<file path="config.mk">
export PLATFORM = sky130hd
export DESIGN_NAME = io_port_slew_remap_atomic
export DESIGN_NICKNAME = d
export VERILOG_FILES = /design/src/rtl/alias_reg.v /design/src/rtl/remap_table.v /design/src/rtl/io_port_slew_remap_atomic.v
export VERILOG_INCLUDE_DIRS = /design/src /design/src/include
export SDC_FILE = /design/constraint.sdc
export NUM_CORES = 1
export LEC_CHECK = 0
export CORE_ASPECT_RATIO = 1.1
export CORE_MARGIN = 4
export CORE_UTILIZATION = 45
export DETAILED_ROUTE_END_ITERATION = 16
export DONT_BUFFER_PORTS = 1
export HOLD_SLACK_MARGIN = 0.02
export PLACE_DENSITY = 0.62
export SLEW_MARGIN = 20
export SYNTH_ARGS = -nofsm -noshare
export SYNTH_HDL_FRONTEND = slang
export SYNTH_SLANG_ARGS = --single-unit
</file>
<file path="constraint.sdc">
create_clock -name sys_clk -period 5.7 [get_ports sys_clk]
set_clock_uncertainty 0.2 [all_clocks]
set_input_delay 1.71 -clock sys_clk [delete_from_list [all_inputs] [get_ports sys_clk]]
set_output_delay 1.71 -clock sys_clk [all_outputs]
set_load 0.03 [all_outputs]
</file>
<file path="src/include/io_port_defines.vh">
`ifndef IO_PORT_DEFINES_VH
`define IO_PORT_DEFINES_VH

// ==========================================
// Sizes
`define PORT_PINS        16
`define RP_PINS          8
`define REMAP_OUTS       8
`define REMAP_INS        8
`define SEL_W            4
`define ADDR_W           12
`define DATA_W           16

// ==========================================
// Register offsets, byte addresses; table pages as address bits 11:8
`define ADDR_SLEW_HIGH   12'h000
`define ADDR_SLEW_LOW    12'h010
`define ADDR_REMAP_LOCK  12'h020
`define ADDR_OUT_SEL_PG  4'h1
`define ADDR_IN_SEL_PG   4'h2

// ==========================================
// Alias operations, taken from address bits 3:2
`define OP_WRITE         2'h0
`define OP_CLEAR         2'h1
`define OP_SET           2'h2
`define OP_INVERT        2'h3

// ==========================================
// Fields and reset values
`define LOCK_BIT         0
`define SLEW_RESET       16'h0000
`define SEL_RESET        4'h0
`define LOCK_RESET       1'h0
`define SEL_NONE         4'h0

// ==========================================
// Slew codes, {high, low}
`define SLEW_SLOWEST     2'h3
`define SLEW_SLOW        2'h2
`define SLEW_MEDIUM      2'h1
`define SLEW_FASTEST     2'h0

`endif

</file>
<file path="src/rtl/alias_reg.v">
`timescale 1ns/1ns
`include "io_port_defines.vh"

module alias_reg #(
  parameter W = 16
) (
  input  wire         clk,
  input  wire         rst_n,
  input  wire         wr_en,
  input  wire [1:0]   op,
  input  wire [W-1:0] wdata,
  output reg  [W-1:0] q
);

  // ==========================================
  // Plain write, or atomic clear, set, invert
  always @(posedge clk or negedge rst_n) begin
    if (!rst_n) begin
      q <= {W{1'b0}};
    end else if (wr_en) begin
      case (op)
        `OP_CLEAR:  q <= q & ~wdata;
        `OP_SET:    q <= q | wdata;
        `OP_INVERT: q <= q ^ wdata;
        default:    q <= wdata;
      endcase
    end
  end

endmodule // alias_reg

</file>
<file path="src/rtl/remap_table.v">
`timescale 1ns/1ns
`include "io_port_defines.vh"

module remap_table (
  input  wire                        clk,
  input  wire                        rst_n,
  input  wire                        wr_en,
  input  wire [3:0]                  wr_index,
  input  wire [1:0]                  op,
  input  wire [`SEL_W-1:0]           wdata,
  output wire [16*`SEL_W-1:0]        sel_flat
);

  // ==========================================
  // Entries 0..7 output selects, 8..15 input selects
  genvar i;
  generate
    for (i = 0; i < 16; i = i + 1) begin : g_entry
      alias_reg #(.W(`SEL_W)) u_entry (
        .clk   (clk),
        .rst_n (rst_n),
        .wr_en (wr_en && (wr_index == i)),
        .op    (op),
        .wdata (wdata),
        .q     (sel_flat[i*`SEL_W +: `SEL_W])
      );
    end
  endgenerate

endmodule // remap_table

</file>
<file path="src/rtl/io_port_slew_remap_atomic.v">
// What this block does
// - Two-bit high/low code sets pin slew
// - Bit n of each slew register drives pin n
// - Slew registers reset cleared, fastest edges
// - Every register has clear, set, invert aliases
// - Aliases sit at base plus 4, 8, C
// - Alias writes touch only bits written one
// - Alias reads meaningless; base read shows result
// - Remap inputs and outputs independently onto pins
// - Remappable pins indexed by remap number
// - Established mappings protected from stray writes
// - Remappable set covers serial, timer, clock signals
// - I2C and analog modules stay on fixed pins
// - Remapped peripheral reaches no pin until assigned
// - Fixed peripheral on default pin unless claimed
// - Active remapped peripheral overrides GPIO and fixed peripherals
// - Analog function beats any remapped peripheral
`timescale 1ns/1ns
`include "io_port_defines.vh"

module io_port_slew_remap_atomic (
  input  wire                         sys_clk,
  input  wire                         nrst,
  input  wire                         reg_wr,
  input  wire                         reg_rd,
  input  wire [`ADDR_W-1:0]           reg_addr,
  input  wire [`DATA_W-1:0]           reg_wdata,
  output reg  [`DATA_W-1:0]           reg_rdata,
  output reg  [2*`PORT_PINS-1:0]      slew_code,
  input  wire [`PORT_PINS-1:0]        gpio_out,
  input  wire [`PORT_PINS-1:0]        gpio_drive,
  input  wire [`PORT_PINS-1:0]        fixed_en,
  input  wire [`PORT_PINS-1:0]        fixed_out,
  input  wire [`PORT_PINS-1:0]        fixed_drive,
  input  wire [`PORT_PINS-1:0]        analog_sel,
  input  wire [`REMAP_OUTS-1:0]       periph_en,
  input  wire [`REMAP_OUTS-1:0]       periph_out,
  input  wire [`REMAP_OUTS-1:0]       periph_drive,
  output reg  [`REMAP_INS-1:0]        periph_in,
  input  wire [`PORT_PINS-1:0]        pin_in,
  output reg  [`PORT_PINS-1:0]        pin_out,
  output reg  [`PORT_PINS-1:0]        pin_oe_n,
  output reg                          remap_locked
);

  // ==========================================
  // Reset release
  reg        rst_meta;
  reg        rst_n;

  always @(posedge sys_clk or negedge nrst) begin
    if (!nrst) begin
      rst_meta <= 1'b0;
      rst_n    <= 1'b0;
    end else begin
      rst_meta <= 1'b1;
      rst_n    <= rst_meta;
    end
  end

  // ==========================================
  // Address decode
  wire [`ADDR_W-1:0] base_addr;
  wire [1:0]         op;
  wire [3:0]         page;
  reg                hit_high;
  reg                hit_low;
  reg                hit_lock;
  reg                hit_table;
  reg  [3:0]         table_index;

  assign base_addr = {reg_addr[`ADDR_W-1:4], 4'h0};
  assign op        = reg_addr[3:2];
  assign page      = reg_addr[11:8];

  always @* begin
    hit_high    = 1'b0;
    hit_low     = 1'b0;
    hit_lock    = 1'b0;
    hit_table   = 1'b0;
    table_index = 4'h0;
    if (base_addr == `ADDR_SLEW_HIGH) begin
      hit_high = 1'b1;
    end else if (base_addr == `ADDR_SLEW_LOW) begin
      hit_low = 1'b1;
    end else if (base_addr == `ADDR_REMAP_LOCK) begin
      hit_lock = 1'b1;
    end else if (page == `ADDR_OUT_SEL_PG && reg_addr[7] == 1'b0) begin
      hit_table   = 1'b1;
      table_index = {1'b0, reg_addr[6:4]};
    end else if (page == `ADDR_IN_SEL_PG && reg_addr[7] == 1'b0) begin
      hit_table   = 1'b1;
      table_index = {1'b1, reg_addr[6:4]};
    end
  end

  // ==========================================
  // Write enables, mapping writes dropped while locked
  wire [0:0]              lock_q;
  wire                    wr_high;
  wire                    wr_low;
  wire                    wr_lock;
  wire                    wr_table;

  assign wr_high  = reg_wr && hit_high;
  assign wr_low   = reg_wr && hit_low;
  assign wr_lock  = reg_wr && hit_lock;
  assign wr_table = reg_wr && hit_table && !lock_q[0];

  // ==========================================
  // Registers with clear, set, invert aliases
  wire [`DATA_W-1:0]      slew_high_sel;
  wire [`DATA_W-1:0]      slew_low_sel;
  wire [16*`SEL_W-1:0]    sel_flat;

  alias_reg #(.W(`DATA_W)) u_slew_high (
    .clk   (sys_clk),
    .rst_n (rst_n),
    .wr_en (wr_high),
    .op    (op),
    .wdata (reg_wdata),
    .q     (slew_high_sel)
  );

  alias_reg #(.W(`DATA_W)) u_slew_low (
    .clk   (sys_clk),
    .rst_n (rst_n),
    .wr_en (wr_low),
    .op    (op),
    .wdata (reg_wdata),
    .q     (slew_low_sel)
  );

  // Lock stays writable so software can always undo it
  alias_reg #(.W(1)) u_lock (
    .clk   (sys_clk),
    .rst_n (rst_n),
    .wr_en (wr_lock),
    .op    (op),
    .wdata (reg_wdata[`LOCK_BIT]),
    .q     (lock_q)
  );

  remap_table u_table (
    .clk      (sys_clk),
    .rst_n    (rst_n),
    .wr_en    (wr_table),
    .wr_index (table_index),
    .op       (op),
    .wdata    (reg_wdata[`SEL_W-1:0]),
    .sel_flat (sel_flat)
  );

  // ==========================================
  // Read path, aliases read as zero
  reg  [`DATA_W-1:0]      next_rdata;
  wire [`SEL_W-1:0]       table_word;

  assign table_word = sel_flat[table_index*`SEL_W +: `SEL_W];

  always @* begin
    next_rdata = {`DATA_W{1'b0}};
    if (op == `OP_WRITE) begin
      if (hit_high) begin
        next_rdata = slew_high_sel;
      end else if (hit_low) begin
        next_rdata = slew_low_sel;
      end else if (hit_lock) begin
        next_rdata = {{(`DATA_W-1){1'b0}}, lock_q};
      end else if (hit_table) begin
        next_rdata = {{(`DATA_W-`SEL_W){1'b0}}, table_word};
      end
    end
  end

  // ==========================================
  // Pin priority: analog, remapped, fixed, GPIO
  wire [`PORT_PINS-1:0]   next_pin_out;
  wire [`PORT_PINS-1:0]   next_pin_oe_n;
  wire [`REMAP_INS-1:0]   next_periph_in;

  // Select v in 1..limit names slot v-1, anything else nothing
  function sel_valid;
    input [`SEL_W-1:0] sel;
    input integer      limit;
    begin
      sel_valid = (sel != `SEL_NONE) && (sel <= limit);
    end
  endfunction

  // Slot of a select, meaningful only where sel_valid holds
  function [2:0] sel_slot;
    input [`SEL_W-1:0] sel;
    reg   [`SEL_W-1:0] idx;
    begin
      idx      = sel - 4'h1;
      sel_slot = idx[2:0];
    end
  endfunction

  genvar g;

  generate
    // Output side, one mux per port pin
    for (g = 0; g < `PORT_PINS; g = g + 1) begin : g_pin
      wire [`SEL_W-1:0] out_sel;
      wire [2:0]        slot;
      wire              remapped;
      reg               drv_val;
      reg               drv_oe_n;

      if (g < `RP_PINS) begin : g_rp
        assign out_sel = sel_flat[g*`SEL_W +: `SEL_W];
      end else begin : g_plain
        // Upper pins are never remappable
        assign out_sel = `SEL_NONE;
      end

      assign slot     = sel_slot(out_sel);
      assign remapped = sel_valid(out_sel, `REMAP_OUTS) && periph_en[slot];

      // Highest priority first
      always @* begin
        drv_val  = 1'b0;
        drv_oe_n = 1'b1;
        if (analog_sel[g]) begin
          drv_oe_n = 1'b1;
        end else if (remapped) begin
          drv_val  = periph_out[slot];
          drv_oe_n = ~periph_drive[slot];
        end else if (fixed_en[g]) begin
          drv_val  = fixed_out[g];
          drv_oe_n = ~fixed_drive[g];
        end else begin
          drv_val  = gpio_out[g];
          drv_oe_n = ~gpio_drive[g];
        end
      end

      assign next_pin_out[g]  = drv_val;
      assign next_pin_oe_n[g] = drv_oe_n;
    end

    // Input side, one selector per remappable peripheral input
    for (g = 0; g < `REMAP_INS; g = g + 1) begin : g_in
      wire [`SEL_W-1:0] in_sel;
      wire [2:0]        slot;
      wire              usable;

      assign in_sel = sel_flat[(g+`REMAP_OUTS)*`SEL_W +: `SEL_W];
      assign slot   = sel_slot(in_sel);
      // Analog pins read as 0 to remapped inputs
      assign usable = sel_valid(in_sel, `RP_PINS) && !analog_sel[slot];

      assign next_periph_in[g] = usable ? pin_in[slot] : 1'b0;
    end
  endgenerate

  // ==========================================
  // Slew code per pin, {high, low}
  wire [2*`PORT_PINS-1:0] next_slew;

  generate
    for (g = 0; g < `PORT_PINS; g = g + 1) begin : g_slew
      assign next_slew[2*g+1] = slew_high_sel[g];
      assign next_slew[2*g]   = slew_low_sel[g];
    end
  endgenerate

  // ==========================================
  // Register side output flops
  always @(posedge sys_clk or negedge rst_n) begin
    if (!rst_n) begin
      reg_rdata    <= {`DATA_W{1'b0}};
      remap_locked <= `LOCK_RESET;
    end else begin
      // Read data holds until the next read strobe
      if (reg_rd) begin
        reg_rdata <= next_rdata;
      end
      remap_locked <= lock_q[0];
    end
  end

  // ==========================================
  // Pin side output flops
  always @(posedge sys_clk or negedge rst_n) begin
    if (!rst_n) begin
      slew_code    <= {2*`PORT_PINS{1'b0}};
      pin_out      <= {`PORT_PINS{1'b0}};
      pin_oe_n     <= {`PORT_PINS{1'b1}};
      periph_in    <= {`REMAP_INS{1'b0}};
    end else begin
      slew_code    <= next_slew;
      pin_out      <= next_pin_out;
      pin_oe_n     <= next_pin_oe_n;
      periph_in    <= next_periph_in;
    end
  end

endmodule // io_port_slew_remap_atomic

</file>
Word level (Yosys, flattened, before mapping)
Index checks and enable logic that the tools add are counted.
{"block": "classes", "add_sub_neg": 16, "order_cmp": 32, "n_eq_ne": 22, "n_shift": 1, "mux": 208, "n_bitwise": 101, "reduce_logical": 83}
{"cell": "4-bit one-hot mux with 3 select lines", "count": 16}
{"cell": "1-bit 2-to-1 mux", "count": 139}
{"cell": "1-bit binary-select mux with 3-bit select", "count": 40}
{"cell": "16-bit one-hot mux with 3 select lines", "count": 2}
{"cell": "4-bit AND", "count": 16}
{"cell": "4-bit less-or-equal comparator, second input constant", "count": 16}
{"cell": "16-bit 2-to-1 mux", "count": 4}
{"cell": "4-bit OR", "count": 16}
{"cell": "4-bit nonzero test", "count": 16}
{"cell": "64-bit by 7-bit variable part select with 4-bit output", "count": 1}
{"cell": "4-bit XOR", "count": 16}
{"cell": "1-bit logical AND", "count": 55}
{"cell": "3-bit by 1-bit subtractor with 3-bit output, second input constant", "count": 16}
{"cell": "1-bit NOT", "count": 42}
{"cell": "3-bit by 5-bit < comparator with 1-bit output, second input constant", "count": 8}
{"cell": "16-bit AND", "count": 2}
{"cell": "4-bit == test, second input constant", "count": 8}
{"cell": "3-bit by 4-bit < comparator with 1-bit output, second input constant", "count": 8}
{"cell": "16-bit OR", "count": 2}
{"cell": "16-bit XOR", "count": 2}
{"cell": "4-bit 2-to-1 mux", "count": 6}
{"cell": "4-bit by 3-bit == test with 1-bit output, second input constant", "count": 4}
{"cell": "16-bit NOT", "count": 1}
{"cell": "4-bit by 2-bit == test with 1-bit output, second input constant", "count": 3}
{"cell": "14 further kinds", "count": 24}
{"block": "word_totals", "register_bits": 188, "inputBits": 168, "out_inout_bits": 89, "elab_cells": 490}

Longest topological paths before layout
{"block": "depth", "depth_word": 13, "mapped_depth": 8, "mapped_depth_nobuf": 6}

Cells and area by module
From an unflattened synthesis, not the netlist that was laid out.
{"block": "unflattened", "cells_unflattened": 1548, "hier_area_um2": 16361.9}
{"mod": "io_port_slew_remap_atomic", "instances": 1, "cells_each": 578, "area_per_inst_um2": 6812.8, "seq_area_each_um2": 2297.2}
{"mod": "alias_reg at u_table.g_entry[0].u_entry ...", "instances": 16, "cells_each": 39, "area_per_inst_um2": 382.9, "seq_area_each_um2": 100.1}
{"mod": "alias_reg at u_slew_high ...", "instances": 2, "cells_each": 156, "area_per_inst_um2": 1604.0, "seq_area_each_um2": 400.4}
{"mod": "remap_table", "instances": 1, "cells_each": 23, "area_per_inst_um2": 117.6, "seq_area_each_um2": 0.0}
{"mod": "alias_reg at u_lock", "instances": 1, "cells_each": 11, "area_per_inst_um2": 97.6, "seq_area_each_um2": 25.0}

Worst setup path after synthesis
No wires, ideal clock.
{"block": "synth_timing", "kind": "input -> register", "startpoint": "input port reg_wdata[0]", "endpoint": "register u_lock.q", "setup_ns": 0.127, "arrival_time_ns": 3.271, "t_required_ns": 5.373, "slack_ns": 2.102, "path_stages": 5, "n_path_buf": 0, "cell_sequence": "inv_1 -> ha_1 -> mux2_2 -> a211oi_1 -> a21oi_1"}
{"block": "synth_between", "elab_chain_len": 3, "elab_cells_between_ends": 5, "cone_classes": "mux: 1; bitwise: 4"}
{"element": "from (decl)", "line": "io_port_slew_remap_atomic.v:27", "text": "input wire [`DATA_W-1:0] reg_wdata,"}
{"element": "1-bit NOT", "line": "alias_reg.v:22", "text": "`OP_CLEAR: q <= q & ~wdata;"}
{"element": "1-bit AND", "line": "alias_reg.v:22"}
{"element": "1-bit one-hot mux with 3 select lines *", "line": "alias_reg.v:21", "text": "case (op)"}
{"element": "to (signal assigned)", "line": "alias_reg.v:22"}
{"element": "to (signal assigned)", "line": "alias_reg.v:23", "text": "`OP_SET: q <= q | wdata;"}
{"element": "to (signal assigned)", "line": "alias_reg.v:24", "text": "`OP_INVERT: q <= q ^ wdata;"}
{"element": "to (decl)", "line": "alias_reg.v:12", "text": "output reg [W-1:0] q"}
Mark *: on every way between the ends. The rest lies on a longest branch, timed or not.
A chain may end at the register's enable or synchronous reset.

Final worst setup path
{"block": "layout_timing", "startpoint": "input port reg_addr[11]", "endpoint": "register u_slew_low.q[15]"}
{"block": "layout_between", "elab_chain_len": 4, "elab_cells_between_ends": 5, "cone_classes": "eq/ne: 1; mux: 2; reduce/logical: 2"}
{"element": "from (decl)", "line": "io_port_slew_remap_atomic.v:26", "text": "input wire [`ADDR_W-1:0] reg_addr,"}
{"element": "8-bit by 1-bit == test with 1-bit output (no line)"}
{"element": "1-bit 2-to-1 mux", "line": "io_port_slew_remap_atomic.v:84", "text": "end else if (base_addr == `ADDR_SLEW_LOW) begin"}
{"element": "1-bit 2-to-1 mux *", "line": "io_port_slew_remap_atomic.v:82", "text": "if (base_addr == `ADDR_SLEW_HIGH) begin"}
{"element": "1-bit logical AND *", "line": "io_port_slew_remap_atomic.v:106", "text": "assign wr_low = reg_wr && hit_low;"}
{"element": "to (signal assigned)", "line": "alias_reg.v:23"}
{"element": "to (signal assigned)", "line": "alias_reg.v:24"}
{"element": "to (signal assigned)", "line": "alias_reg.v:25", "text": "default: q <= wdata;"}
{"element": "to (decl)", "line": "alias_reg.v:12"}
Marked as above.

==> reports/metrics.csv <==
stage,metric,value,unit
global_route,antenna_found_initial,0,
critical_path,critPathRequiredTime,5.79,ns
critical_path,crit_buf_inv,1,
synthesis,synth_commonest_cells,"210 x ha_1, 172 x dfrtp_1, 171 x a21oi_1",
floorplanning,die_area,0.0379,mm^2
global_route,grt_overflow,0,
synthesis,synth_seq_area_share,30.1,%
synthesis,async_flop_share,100,%
clocking,cts_made_buffers,17,
detailed_routing,vias,11900,
pwr,p_leak,6.96,nW
timing,tns,0,ns
timing,hold_violations,0,
finish,diodes,0,
critical_path,cpMaxStageDelayCell,or4_1,
finish,drive_gt1_share,21.0,%
pwr,p_per_area,190,mW/mm^2
placement,place_area,0.0160,mm^2
global_route,grt_max_degree,212,
critical_path,slowest_delay,0.72,ns
timing,worst_pin_slew,1.07,ns
critical_path,cp_top_family,simple AND/OR/NAND/NOR gates,
clocking,cts_tree,yes,
worst_hold_path,hp-class,reg -> async,
synthesis,syn_avg_cell_area,10.6,um^2
timing,rsz0062_at_grt,false,
detailed_routing,via_per_inst,6.31,
detailed_routing,drtPass1Iterations,5,
detailed_routing,wl_per_cell,23.1,um
floorplanning,die_x,186,um
synthesis,yosys_warnings,0,
critical_path,critPathMaxFanout,32,
synthesis,synth_cell_types,64,
synthesis,ys_seq_elements,188,
timing,final.min_clock_period,3.83,ns
critical_path,r2r_setup_slack,2.85,ns
detailed_routing,remaining_drc_errors,0,
timing,slew_violations,0,
critical_path,critical_path_depth,6,
timing,fmax,261,MHz
clocking,clkTransAtPathRegs,0.08,ns
pwr,vdd_drop_max,195,uV
synthesis,syn_area,0.0157,mm^2
floorplanning,start_util,45.8,%
synthesis,ys_top_cells_by_area,"dfrtp_1 27%, ha_1 17%, mux4_2 9.3%",
synthesis,synth_largest_area_cell,dfrtp_1,
placement,gp_congestion,0.890,
status,status,completed,
critical_path,worstPathArrival,3.93,ns
critical_path,crit_path_cell_trace,or4_1 -> nor4_4 -> buf_4 -> nand2_2 -> a211oi_1 -> a21oi_1,
clocking,hold_buffers,0,
detailed_routing,ant_nets,0,
clocking,cts_root_buffer,clkbuf_16,
synthesis,synth.top_cell.area_share,27.4,%
global_route,grt_pass1_wl,68.2,mm
synthesis,syn_inst,1482,
clocking,htree_levels,4,
timing,maxSlewHeadroom,28.7,%
timing,setup_viol,0,
critical_path,r2r-start,u_table.g_entry[0].u_entry.q[0],
clocking,post_cts_resize_count,0,
clocking,clock-sinks,188,
floorplanning,coreArea,0.0343,mm^2
critical_path,end_kind,register,
synthesis,synth_edf_count,0,
detailed_routing,wl,43.5,mm
synthesis,synth.most_common_cell,ha_1,
pwr,total_power,0.00316,W
critical_path,critPathKind,in -> reg,
global_route,first_global_vias,11800,
critical_path,worstRegToRegCells,6,
finish,fin_area,0.0166,mm^2
critical_path,reg2reg_to,pin_oe_n[0],
finish,finalNetCount,1810,
placement,place_hpwl,29.9,mm
detailed_routing,first_iter_violations,852,
floorplanning,rows,71,
critical_path,crit_path_start_kind,primary input,
job,drv_cap,0,
timing,finalCritPeriodShare,67.3,%
clocking,clock_path_buffers,2,
clocking,cts_setup_buffers,0,
global_route,gr-usage-all-layers,22.8,%
floorplanning,die_h,204,um
clocking,clock_latency,0.46,ns
floorplanning,pin_count,257,
finish,syn_to_final_growth,6.00,%
placement,portBuffers,0,
synthesis,syn-num-nets,1860,
synthesis,synth_ff_type,dfrtp_1,
## logic make-up after synthesis
logic type	Yosys count	synth area share [%]
other cells	1	0.0239
xor+xnor	10	0.678
buf+inv	197	5.09
fa+ha+maj	210	16.7
flops	188	30.1
mux	231	20.8
simple gates	211	7.78
compound gates	434	18.8
## power breakdown
part,leakage [nW],switching [W],internal (W)
clock network,0.303,0.000629,0.000673
logic,4.43,0.000211,0.000187
registers,2.22,0.0000856,0.00138
total,6.96,0.000925,0.00224
## placed cells by master, fill, tap and decap left out, drive strengths merged, types with 10 or more instances in the layout
cell type  count
nor4          12
and3          16
inv          121
ha           210
nor3          26
dfrtp        172
a211oi       131
o2bb2ai       13
o21ai         40
a21oi        171
or2           10
nor2          76
buf           14
nand2b        13
mux4          65
mux2         115
nand2         36
a22oi         23
dfstp         16
mux2i         51
clkbuf        17
## how the worst max path moves through the flow
| stage | start | endpoint | slack (ns) |
|---|---|---|---|
| finish | reg_addr[11] | u_slew_low.q[15] | 1.87 |
| global route | reg_addr[11] | u_table.g_entry[4].u_entry.q[3] | 1.68 |
| CTS | reg_addr[11] | u_slew_low.q[15] | 1.86 |
| detailed placement | reg_addr[11] | u_slew_low.q[15] | 1.38 |
| global placement | reg_addr[11] | u_slew_high.q[15] | 1.47 |
| floorplan | reg_wdata[0] | u_lock.q | 2.10 |
## flip-flops by register name, indices dropped and copies added (netlist names)
register,cells
pin_out,16
u_slew_high.q,16
u_lock.q,1
u_slew_low.q,16
periph_in,8
reg_rdata,16
pin_oe_n,16
rst_meta,1
remap_locked,1
slew_code,32
rst_n,1
u_table.g_entry.u_entry.q,64
## cell type report
type	count	area, um^2
Fill cell	3147	17700
Sequential cell	188	4730
Inverter	114	428
Clock buffer	17	425
Multi-Input combinational cell	1097	10200
Clock inverter	15	196
Timing Repair Buffer	14	138
Tap cell	438	548
## routing by layer
layer | track usage [%] | part of all wire, %
met1 | 31.0 | 43
met2 | 37.3 | 49
met3 | 4.27 | 6.1
met4 | 6.66 | 2.0
met5 | 0 | 0
## worst register-to-register path, delay by kind of cell, from the launching register on
family | cells | cell delay (ns)
AO/OA/AOI/OAI | 3 | 0.74
flip-flops | 1 | 0.72
adder cells (fa/ha/maj) | 1 | 0.53
multiplexers | 1 | 0.39
buffers and inverters | 1 | 0.19
## metrics by stage
stage	setup WS (ns)	utilization (%)	cells	hold slack, ns
5_1_grt	1.68	48.5	1883	0.0521
3_5_place_dp	1.38	46.6	1850	0.140
4_1_cts	1.86	48.4	1882	0.157
3_3_place_gp	1.47	46.6	1850	0.134
2_1_floorplan	2.10	-	1482	0.131
6_report	1.87	48.5	1883	0.0274
(Power assumes the default switching activity.)
